--- config.mk ---
export PLATFORM = sky130hd
export DESIGN_NAME = debug_halt_control
export DESIGN_NICKNAME = d
export VERILOG_FILES = /design/src/debug_halt_pkg.sv /design/src/pulse_timer.sv /design/src/exec_gate.sv /design/src/debug_halt_control.sv
export SDC_FILE = /design/constraint.sdc
export NUM_CORES = 1
export LEC_CHECK = 0
export BUFFER_PORTS_ARGS = -buffer_cell sky130_fd_sc_hd__buf_2
export CAP_MARGIN = 20
export CORE_ASPECT_RATIO = 1.75
export CORE_MARGIN = 10
export CORE_UTILIZATION = 47
export DETAILED_ROUTE_END_ITERATION = 12
export PLACE_DENSITY = 0.78
export REMOVE_ABC_BUFFERS = 1
export SKIP_CTS_REPAIR_TIMING = 1
export SYNTH_ARGS = -nofsm -noshare
export SYNTH_HDL_FRONTEND = slang
export SYNTH_SLANG_ARGS = --single-unit
--- constraint.sdc ---
create_clock -name i_core_clk -period 1.89 [get_ports i_core_clk]
set_clock_uncertainty 0.15 [all_clocks]
set_input_delay 0.189 -clock i_core_clk [delete_from_list [all_inputs] [get_ports i_core_clk]]
set_output_delay 0.189 -clock i_core_clk [all_outputs]
set_load 0.005 [all_outputs]
--- src/debug_halt_pkg.sv ---
/*
  Constants shared by the debug halt control block and its helpers:
  register offsets, field positions, reset values, opcodes, timing.
  Assumes a single 20 MHz core clock and an active-low async reset.
*/
package debug_halt_pkg;

  // ****************************************************************
  // Register map
  // ****************************************************************
  localparam int unsigned ADDR_W         = 4;
  localparam logic [3:0]  CTRL_ADDR      = 4'h0;
  localparam logic [3:0]  STAT_ADDR      = 4'h1;

  localparam int unsigned HALT_BIT       = 7;
  localparam int unsigned ARM_BIT        = 6;
  localparam int unsigned ACK_BIT        = 5;
  localparam int unsigned RST_BIT        = 0;
  localparam logic [7:0]  CTRL_RESET     = 8'h00;

  localparam int unsigned ST_HALTED_BIT  = 0;
  localparam int unsigned ST_RST_BIT     = 1;
  localparam int unsigned ST_PROT_BIT    = 2;
  localparam int unsigned ST_BRK_BIT     = 3;
  localparam int unsigned ST_EXEC_BIT    = 4;
  localparam int unsigned ST_DROP_BIT    = 5;
  localparam logic [7:0]  STAT_RESET     = 8'h00;

  // ****************************************************************
  // Opcodes and debug commands
  // ****************************************************************
  localparam logic [7:0]  BRK_OPCODE     = 8'h00;
  localparam logic [7:0]  EXEC_CMD       = 8'h12;

  // ****************************************************************
  // Timing
  // ****************************************************************
  localparam int unsigned CLK_MHZ        = 20;
  localparam int unsigned RESET_PULSE_NS = 1000;
  localparam int unsigned RESET_PULSE_CYC =
    (RESET_PULSE_NS * CLK_MHZ + 999) / 1000;

  // ****************************************************************
  // Execute command sequencer states
  // ****************************************************************
  typedef enum logic [1:0] {
    EXEC_IDLE = 2'b00,
    EXEC_FWD  = 2'b01,
    EXEC_DROP = 2'b10
  } exec_state_e;

endpackage

--- src/pulse_timer.sv ---
/*
  Fixed-length pulse generator used to hold the device reset.
  Assumes i_start is a one-cycle pulse on the core clock.
*/
module pulse_timer
  import debug_halt_pkg::*;
#(
  parameter int unsigned CYCLES = RESET_PULSE_CYC
) (
  input  wire logic i_core_clk,
  input  wire logic i_rst_b,
  input  wire logic i_start,
  output logic      o_busy,
  output logic      o_done
);

  localparam int unsigned CW = $clog2(CYCLES + 1);

  logic [CW-1:0] count_q;

  // Busy for exactly CYCLES cycles, then one done pulse
  always_ff @(posedge i_core_clk or negedge i_rst_b) begin
    if (!i_rst_b) begin
      count_q <= '0;
      o_busy  <= 1'b0;
      o_done  <= 1'b0;
    end else begin
      o_done <= 1'b0;
      if (!o_busy && i_start) begin
        o_busy  <= 1'b1;
        count_q <= CW'(CYCLES - 1);
      end else if (o_busy) begin
        if (count_q == '0) begin
          o_busy <= 1'b0;
          o_done <= 1'b1;
        end else begin
          count_q <= count_q - CW'(1);
        end
      end
    end
  end

endmodule

--- src/exec_gate.sv ---
/*
  Sequencer for the execute-instruction debug command.
  Assumes command bytes arrive already deframed on the core clock
  and that the CPU flags the last byte of a forwarded opcode.
*/
module exec_gate
  import debug_halt_pkg::*;
(
  input  wire logic       i_core_clk,
  input  wire logic       i_rst_b,
  input  wire logic       i_byte_valid,
  input  wire logic [7:0] i_byte,
  input  wire logic       i_protect,
  input  wire logic       i_exec_complete,
  output logic            o_exec_valid,
  output logic [7:0]      o_exec_byte,
  output logic            o_drop,
  output logic            o_busy
);

  exec_state_e state_q;

  always_ff @(posedge i_core_clk or negedge i_rst_b) begin
    if (!i_rst_b) begin
      state_q      <= EXEC_IDLE;
      o_exec_valid <= 1'b0;
      o_exec_byte  <= 8'h00;
      o_drop       <= 1'b0;
    end else begin
      o_exec_valid <= 1'b0;
      o_drop       <= 1'b0;
      case (state_q)
        EXEC_IDLE: begin
          if (i_byte_valid && i_byte == EXEC_CMD) begin
            state_q <= i_protect ? EXEC_DROP : EXEC_FWD;
          end
        end
        EXEC_FWD: begin
          if (i_byte_valid) begin
            o_exec_valid <= 1'b1;
            o_exec_byte  <= i_byte;
          end
          if (i_exec_complete) begin
            state_q <= EXEC_IDLE;
          end
        end
        EXEC_DROP: begin
          if (i_byte_valid) begin
            o_drop  <= 1'b1;
            state_q <= EXEC_IDLE;
          end
        end
        default: begin
          state_q <= EXEC_IDLE;
        end
      endcase
    end
  end

  assign o_busy = (state_q != EXEC_IDLE);

endmodule

--- src/debug_halt_control.sv ---
/*
  Debug halt control: debugger control register, halt flag,
  breakpoint arming, read protection, reset-and-stop / reset-and-go,
  and gating of the execute-instruction debug command.
  Assumes a register port on the core clock shared by software and
  the serial link deframer, a read-protect option level on the same
  clock, and a CPU that reports decoded opcodes one cycle each.
*/
// The placing of the registers and strobed register access were chosen for this implementation.
// Overview of operation
// - Halt flag set stops CPU instruction fetch
// - Clearing halt flag resumes CPU fetch
// - Armed breakpoint opcode decode sets halt flag
// - Read protect ignores halt clear; reset only
// - Bit 6 arms breakpoint; unarmed acts NOP
// - Writing 81H resets and stays halted
// - Writing 41H resets, runs, breakpoints armed
// - Writing 40H while halted resumes, stays armed
// - Protected execute command drops next byte
// - Control reads zero after reset; mixed access
module debug_halt_control
  import debug_halt_pkg::*;
#(
  parameter int unsigned RESET_CYCLES = RESET_PULSE_CYC
) (
  input  wire logic              i_core_clk,
  input  wire logic              i_rst_b,
  // Register port
  input  wire logic [ADDR_W-1:0] i_reg_addr,
  input  wire logic [7:0]        i_reg_wdata,
  input  wire logic              i_reg_wr,
  input  wire logic              i_reg_rd,
  output logic      [7:0]        o_reg_rdata,
  // Option and CPU side
  input  wire logic              i_read_protect,
  input  wire logic              i_decode_valid,
  input  wire logic [7:0]        i_decode_opcode,
  input  wire logic              i_exec_complete,
  output logic                   o_cpu_fetch_halt,
  output logic                   o_sys_reset,
  output logic                   o_break_hit,
  output logic                   o_break_nop,
  output logic                   o_halt_ack,
  // Debug command bytes from the link deframer
  input  wire logic              i_cmd_valid,
  input  wire logic [7:0]        i_cmd_byte,
  output logic                   o_exec_valid,
  output logic      [7:0]        o_exec_byte
);

  // ****************************************************************
  // Decode of the register port
  // ****************************************************************
  logic ctrl_wr;
  logic stat_wr;
  logic ctrl_rd;
  logic stat_rd;

  assign ctrl_wr = i_reg_wr && (i_reg_addr == CTRL_ADDR);
  assign stat_wr = i_reg_wr && (i_reg_addr == STAT_ADDR);
  assign ctrl_rd = i_reg_rd && (i_reg_addr == CTRL_ADDR);
  assign stat_rd = i_reg_rd && (i_reg_addr == STAT_ADDR);

  // ****************************************************************
  // Control state
  // ****************************************************************
  logic halt_q;
  logic halt_d;
  logic arm_q;
  logic ack_en_q;
  logic brk_seen_q;
  logic drop_seen_q;

  logic rst_busy;
  logic rst_done;
  logic rst_start;
  logic exec_busy;
  logic exec_drop;

  logic brk_decode;
  logic brk_take;
  logic brk_as_nop;

  // ****************************************************************
  // Breakpoint opcode detection
  // ****************************************************************
  assign brk_decode = i_decode_valid && (i_decode_opcode == BRK_OPCODE);

  // Only an armed breakpoint halts; a reset in progress masks decode
  assign brk_take   = brk_decode && arm_q && !halt_q && !rst_busy;

  // Unarmed breakpoint opcode runs on as a no-operation
  assign brk_as_nop = brk_decode && !arm_q;

  // ****************************************************************
  // Halt flag
  // ****************************************************************
  always_comb begin
    halt_d = halt_q;
    if (ctrl_wr) begin
      if (i_reg_wdata[HALT_BIT]) begin
        halt_d = 1'b1;
      end else if (!i_read_protect) begin
        halt_d = 1'b0;
      end
      // Protected clear attempt leaves the flag set
      else begin
        halt_d = halt_q;
      end
    end
    // Hardware set wins over a software clear in the same cycle
    if (brk_take) begin
      halt_d = 1'b1;
    end
  end

  always_ff @(posedge i_core_clk or negedge i_rst_b) begin
    if (!i_rst_b) begin
      halt_q <= CTRL_RESET[HALT_BIT];
    end else begin
      halt_q <= halt_d;
    end
  end

  // Fetch stall follows the halt flag directly
  assign o_cpu_fetch_halt = halt_q;

  // ****************************************************************
  // Breakpoint arm and acknowledge enable
  // ****************************************************************
  always_ff @(posedge i_core_clk or negedge i_rst_b) begin
    if (!i_rst_b) begin
      arm_q    <= CTRL_RESET[ARM_BIT];
      ack_en_q <= CTRL_RESET[ACK_BIT];
    end else if (ctrl_wr) begin
      // Arm survives the device reset this block requests
      arm_q    <= i_reg_wdata[ARM_BIT];
      ack_en_q <= i_reg_wdata[ACK_BIT];
    end
  end

  // ****************************************************************
  // Device reset request
  // ****************************************************************
  // A new request while one runs is ignored
  assign rst_start = ctrl_wr && i_reg_wdata[RST_BIT] && !rst_busy;

  pulse_timer #(
    .CYCLES (RESET_CYCLES)
  ) u_reset_timer (
    .i_core_clk (i_core_clk),
    .i_rst_b    (i_rst_b),
    .i_start    (rst_start),
    .o_busy     (rst_busy),
    .o_done     (rst_done)
  );

  // Reset line is the timer's busy flop; bit 0 reads it back
  assign o_sys_reset = rst_busy;

  // ****************************************************************
  // Execute-instruction command gating
  // ****************************************************************
  exec_gate u_exec_gate (
    .i_core_clk      (i_core_clk),
    .i_rst_b         (i_rst_b),
    .i_byte_valid    (i_cmd_valid),
    .i_byte          (i_cmd_byte),
    .i_protect       (i_read_protect),
    .i_exec_complete (i_exec_complete),
    .o_exec_valid    (o_exec_valid),
    .o_exec_byte     (o_exec_byte),
    .o_drop          (exec_drop),
    .o_busy          (exec_busy)
  );

  // ****************************************************************
  // Event pulses toward CPU and link
  // ****************************************************************
  always_ff @(posedge i_core_clk or negedge i_rst_b) begin
    if (!i_rst_b) begin
      o_break_hit <= 1'b0;
      o_break_nop <= 1'b0;
      o_halt_ack  <= 1'b0;
    end else begin
      o_break_hit <= brk_take;
      o_break_nop <= brk_as_nop;
      o_halt_ack  <= brk_take && ack_en_q;
    end
  end

  // ****************************************************************
  // Sticky status flags, write one to clear, set wins
  // ****************************************************************
  always_ff @(posedge i_core_clk or negedge i_rst_b) begin
    if (!i_rst_b) begin
      brk_seen_q <= STAT_RESET[ST_BRK_BIT];
    end else if (brk_take) begin
      brk_seen_q <= 1'b1;
    end else if (stat_wr && i_reg_wdata[ST_BRK_BIT]) begin
      brk_seen_q <= 1'b0;
    end
  end

  always_ff @(posedge i_core_clk or negedge i_rst_b) begin
    if (!i_rst_b) begin
      drop_seen_q <= STAT_RESET[ST_DROP_BIT];
    end else if (exec_drop) begin
      drop_seen_q <= 1'b1;
    end else if (stat_wr && i_reg_wdata[ST_DROP_BIT]) begin
      drop_seen_q <= 1'b0;
    end
  end

  // ****************************************************************
  // Read-back images
  // ****************************************************************
  logic [7:0] ctrl_image;
  logic [7:0] stat_image;

  // Bits 4..1 are read-only zero
  always_comb begin
    ctrl_image           = 8'h00;
    ctrl_image[HALT_BIT] = halt_q;
    ctrl_image[ARM_BIT]  = arm_q;
    ctrl_image[ACK_BIT]  = ack_en_q;
    ctrl_image[RST_BIT]  = rst_busy;
  end

  always_comb begin
    stat_image                = 8'h00;
    stat_image[ST_HALTED_BIT] = halt_q;
    stat_image[ST_RST_BIT]    = rst_busy;
    stat_image[ST_PROT_BIT]   = i_read_protect;
    stat_image[ST_BRK_BIT]    = brk_seen_q;
    stat_image[ST_EXEC_BIT]   = exec_busy;
    stat_image[ST_DROP_BIT]   = drop_seen_q;
  end

  // ****************************************************************
  // Read data, valid only the cycle after the strobe
  // ****************************************************************
  always_ff @(posedge i_core_clk or negedge i_rst_b) begin
    if (!i_rst_b) begin
      o_reg_rdata <= 8'h00;
    end else if (ctrl_rd) begin
      o_reg_rdata <= ctrl_image;
    end else if (stat_rd) begin
      o_reg_rdata <= stat_image;
    end else begin
      // Unmapped reads and idle cycles return zero
      o_reg_rdata <= 8'h00;
    end
  end

  // rst_done is a spare completion pulse; bit 0 already clears with busy
  logic unused_done;
  assign unused_done = rst_done;

endmodule

==> flow_summary_export.csv <==
group,metric,value,unit
finish,layout-drive-gt1-share,40.8,%
finish,nets,220,
setup_path,cp_slowest_cell,"or4b_4",
setup_path,cp_slowest_stage_delay,520,ps
drt,num_vias,1175,
setup_path,startpoint_type,"flip-flop",
pwr,p_sw_share,28.1,%
pwr,power.leakage,0.00105,uW
grt,grt_pass1_vias,1249,
drt,wire_per_inst,16.9,um
placement,numPortBuffers,54,
floorplan,die_height,92.4,um
grt,grt_max_degree,35,
placement,gp_routability_congestion,0.757,
timing,worst_slew_pin_slew,710,ps
drt,routed_wl,3.58,mm
finish,fill_cells,229,
run,drv_cap,0,
pwr,power,1840,uW
clocking,cts_root_buf,"clkbuf_8",
timing,fmaxAchievable,543,MHz
run_status,violations,"negative hold slack",
clocking,cts_buffers,5,
setup_path,crit_fanout,6,
logic_synthesis,yosysTopAreaCell,"dfrtp_1",
floorplan,die_x,61.4,um
drt,route.detailed.drc,0,
setup_path,crit_chain,"inv_1 > ha_1 > or4b_4 > a221oi_2 > a31oi_1",
logic_synthesis,synth_area,0.00141,sq mm
timing,period_minus_slack,1840,ps
drt,drt-pass1-iter-count,4,
drt,drt-initial-drc-count,16,
floorplan,start_util,48.6,%
timing,setup-violations-final,0,
pwr,seqPwrFrac,48.4,%
clocking,clockBufferDepth,2,
finish,synthToLayoutAreaGrowth,35.7,%
pwr,p_comb_share,22.4,%
setup_path,crit_arrival,1850,ps
timing,relSlewSlack,52.7,%
timing,hold_viol_final,2,
grt,grt-ovfl-total,0,
drt,ant_nets,0,
logic_synthesis,syn_area_per_cell,12.6,sq um
logic_synthesis,yosysWarnings,0,
floorplan,rows,26,
hold_path,min_path_type,"input port to flip-flop",
run_status,status,"finished with violations",
floorplan,die_area,0.00567,sq mm
pwr,ir_drop,0.000684,V
floorplan,coreArea,0.00290,sq mm
grt,gr-usage-all-layers,13.5,%
clocking,htreeDepth,2,
logic_synthesis,synth_area_leaders,"dfrtp_1 60%, mux2_1 4.8%, mux2_2 3.2%",
pwr,p_switching,516,uW
finish,final_common_cell,"buf_2",
grt,antenna_found_initial,0,
logic_synthesis,synthFlopType,"dfrtp_1",
clocking,clock_latency,280,ps
finish,antennaDiodeCount,0,
clocking,cts_sinks,34,
finish,layout_common_cells,"54 x buf_2, 34 x dfrtp_1, 7 x dlygate4sd3_1",
logic_synthesis,synth_cell_types,36,
setup_path,crit_family,"simple AND/OR/NAND/NOR gates",
setup_path,worst_setup_path_end_kind,"flip-flop",
pwr,pwr-share-clk,29.2,%
timing,drv_slew,0,
clocking,cts_tree,"yes",
pwr,power.density,964,mW/mm^2
logic_synthesis,syn_inst,112,
drt,via_per_inst,5.54,
placement,hpwl,2.75,mm
logic_synthesis,synth_edf_count,0,
setup_path,crit_required,1900,ps
logic_synthesis,async_flop_share,100,%
setup_path,crit_buf_inv,1,
timing,timing.hold.ws,-10.4,ps
grt,grt_pass1_wl,5.77,mm
timing,fin_crit_sh,97.5,%
logic_synthesis,synth_seq_cells,34,
pwr,p_int,1320,uW
setup_path,critPathKind,"flip-flop to flip-flop",
logic_synthesis,synth-seq-area-share,60.5,%
logic_synthesis,synth_top_cell_area_share,60.5,%
floorplan,ios,58,
clocking,path_clk_slew,60,ps
layer usage:
metal  share of wire (%)  track usage (%)  routed length [um]
met5                   0                0                   0
met4                 3.0             7.12                 109
met3                 8.4             4.79                 302
met2                  57             24.8                2050
met1                  31             11.9                1120
layout make-up:
class | instances | area [sq um] | share of cell area, %
Inverter | 7 | 26.3 | 1.38
Timing Repair Buffer | 65 | 370 | 19.4
Multi-Input combinational cell | 70 | 534 | 28.0
Tap cell | 28 | 35.0 | 1.84
Sequential cell | 34 | 851 | 44.6
Clock buffer | 7 | 86.3 | 4.52
Clock inverter | 1 | 5.00 | 0.262
cells by family (layout without fill, tap and decap cells):
kind of cell	after synthesis	after routing	share of synthesized area [%]
flip-flops	34	34	60.5
multiplexers	10	10	8.01
buffers and inverters	8	80	2.22
adder cells (fa/ha/maj)	1	1	0.890
AND/OR/NAND/NOR	39	39	18.2
AO/OA/AOI/OAI	20	20	10.1
through the flow:
step / setup TNS (ps) / cell area, sq um / worst slack (ps) / std cells / util, %
after floorplan: 0 / 1400 / 155 / 111 / -
after global placement: 0 / 1720 / 109 / 195 / 59.5
after detailed placement: 0 / 1720 / 10.9 / 195 / 59.5
after CTS: 0 / 1810 / 0.659 / 203 / 62.6
after global routing: -11.7 / 1910 / -11.7 / 212 / 65.9
final: 0 / 1910 / 47.2 / 212 / 65.9
power groups by stage:
stage / clock network [uW] / registers (uW) / logic [uW]
floorplan: 0 / 900 / 186
global placement: 0 / 890 / 328
detailed placement: 0 / 898 / 351
CTS: 555 / 885 / 354
global route: 585 / 902 / 469
finish: 538 / 890 / 412
state kept, by name, indices dropped and copies added (netlist names):
| signal | flops |
|---|---|
| o_reg_rdata | 8 |
| brk_seen_q | 1 |
| u_reset_timer.count_q | 5 |
| u_exec_gate.state_q | 2 |
| o_break_nop | 1 |
| o_break_hit | 1 |
| o_halt_ack | 1 |
| drop_seen_q | 1 |
| u_exec_gate.o_exec_valid | 1 |
| o_cpu_fetch_halt | 1 |
| arm_q | 1 |
| u_reset_timer.o_busy | 1 |
| ack_en_q | 1 |
| u_exec_gate.o_exec_byte | 8 |
| u_exec_gate.o_drop | 1 |
synthesized netlist by cell type (3+ instances only):
cell type and instances:
and2_1 6, a31oi_1 3, nand2_1 3, nand3_1 5, mux2_2 4, a22o_1 3, mux2_1 6, nor4b_1 3
nor2_1 3, and3_1 4, inv_1 5, dfrtp_1 34
final timing paths:
path                                                           to  slack (ps)                            startpoint  cells past startpoint
setup reg to reg             u_reset_timer.count_q[0]$_DFFE_PN0P_          50  u_reset_timer.count_q[0]$_DFFE_PN0P_                      5
hold / removal             u_exec_gate.o_exec_byte[0]$_DFFE_PN0P_         -10                         i_cmd_byte[0]                      2
setup / recovery             u_reset_timer.count_q[0]$_DFFE_PN0P_          50  u_reset_timer.count_q[0]$_DFFE_PN0P_                      5
hold reg to reg                           drop_seen_q$_DFFE_PN0P_         270          u_exec_gate.o_drop$_DFF_PN0_                      1
min in group asynchronous      u_exec_gate.o_exec_valid$_DFF_PN0_         340                               i_rst_b                      2
max in group asynchronous  u_exec_gate.o_exec_byte[1]$_DFFE_PN0P_         790                               i_rst_b                      2
Power figures use the tool's default switching activity.
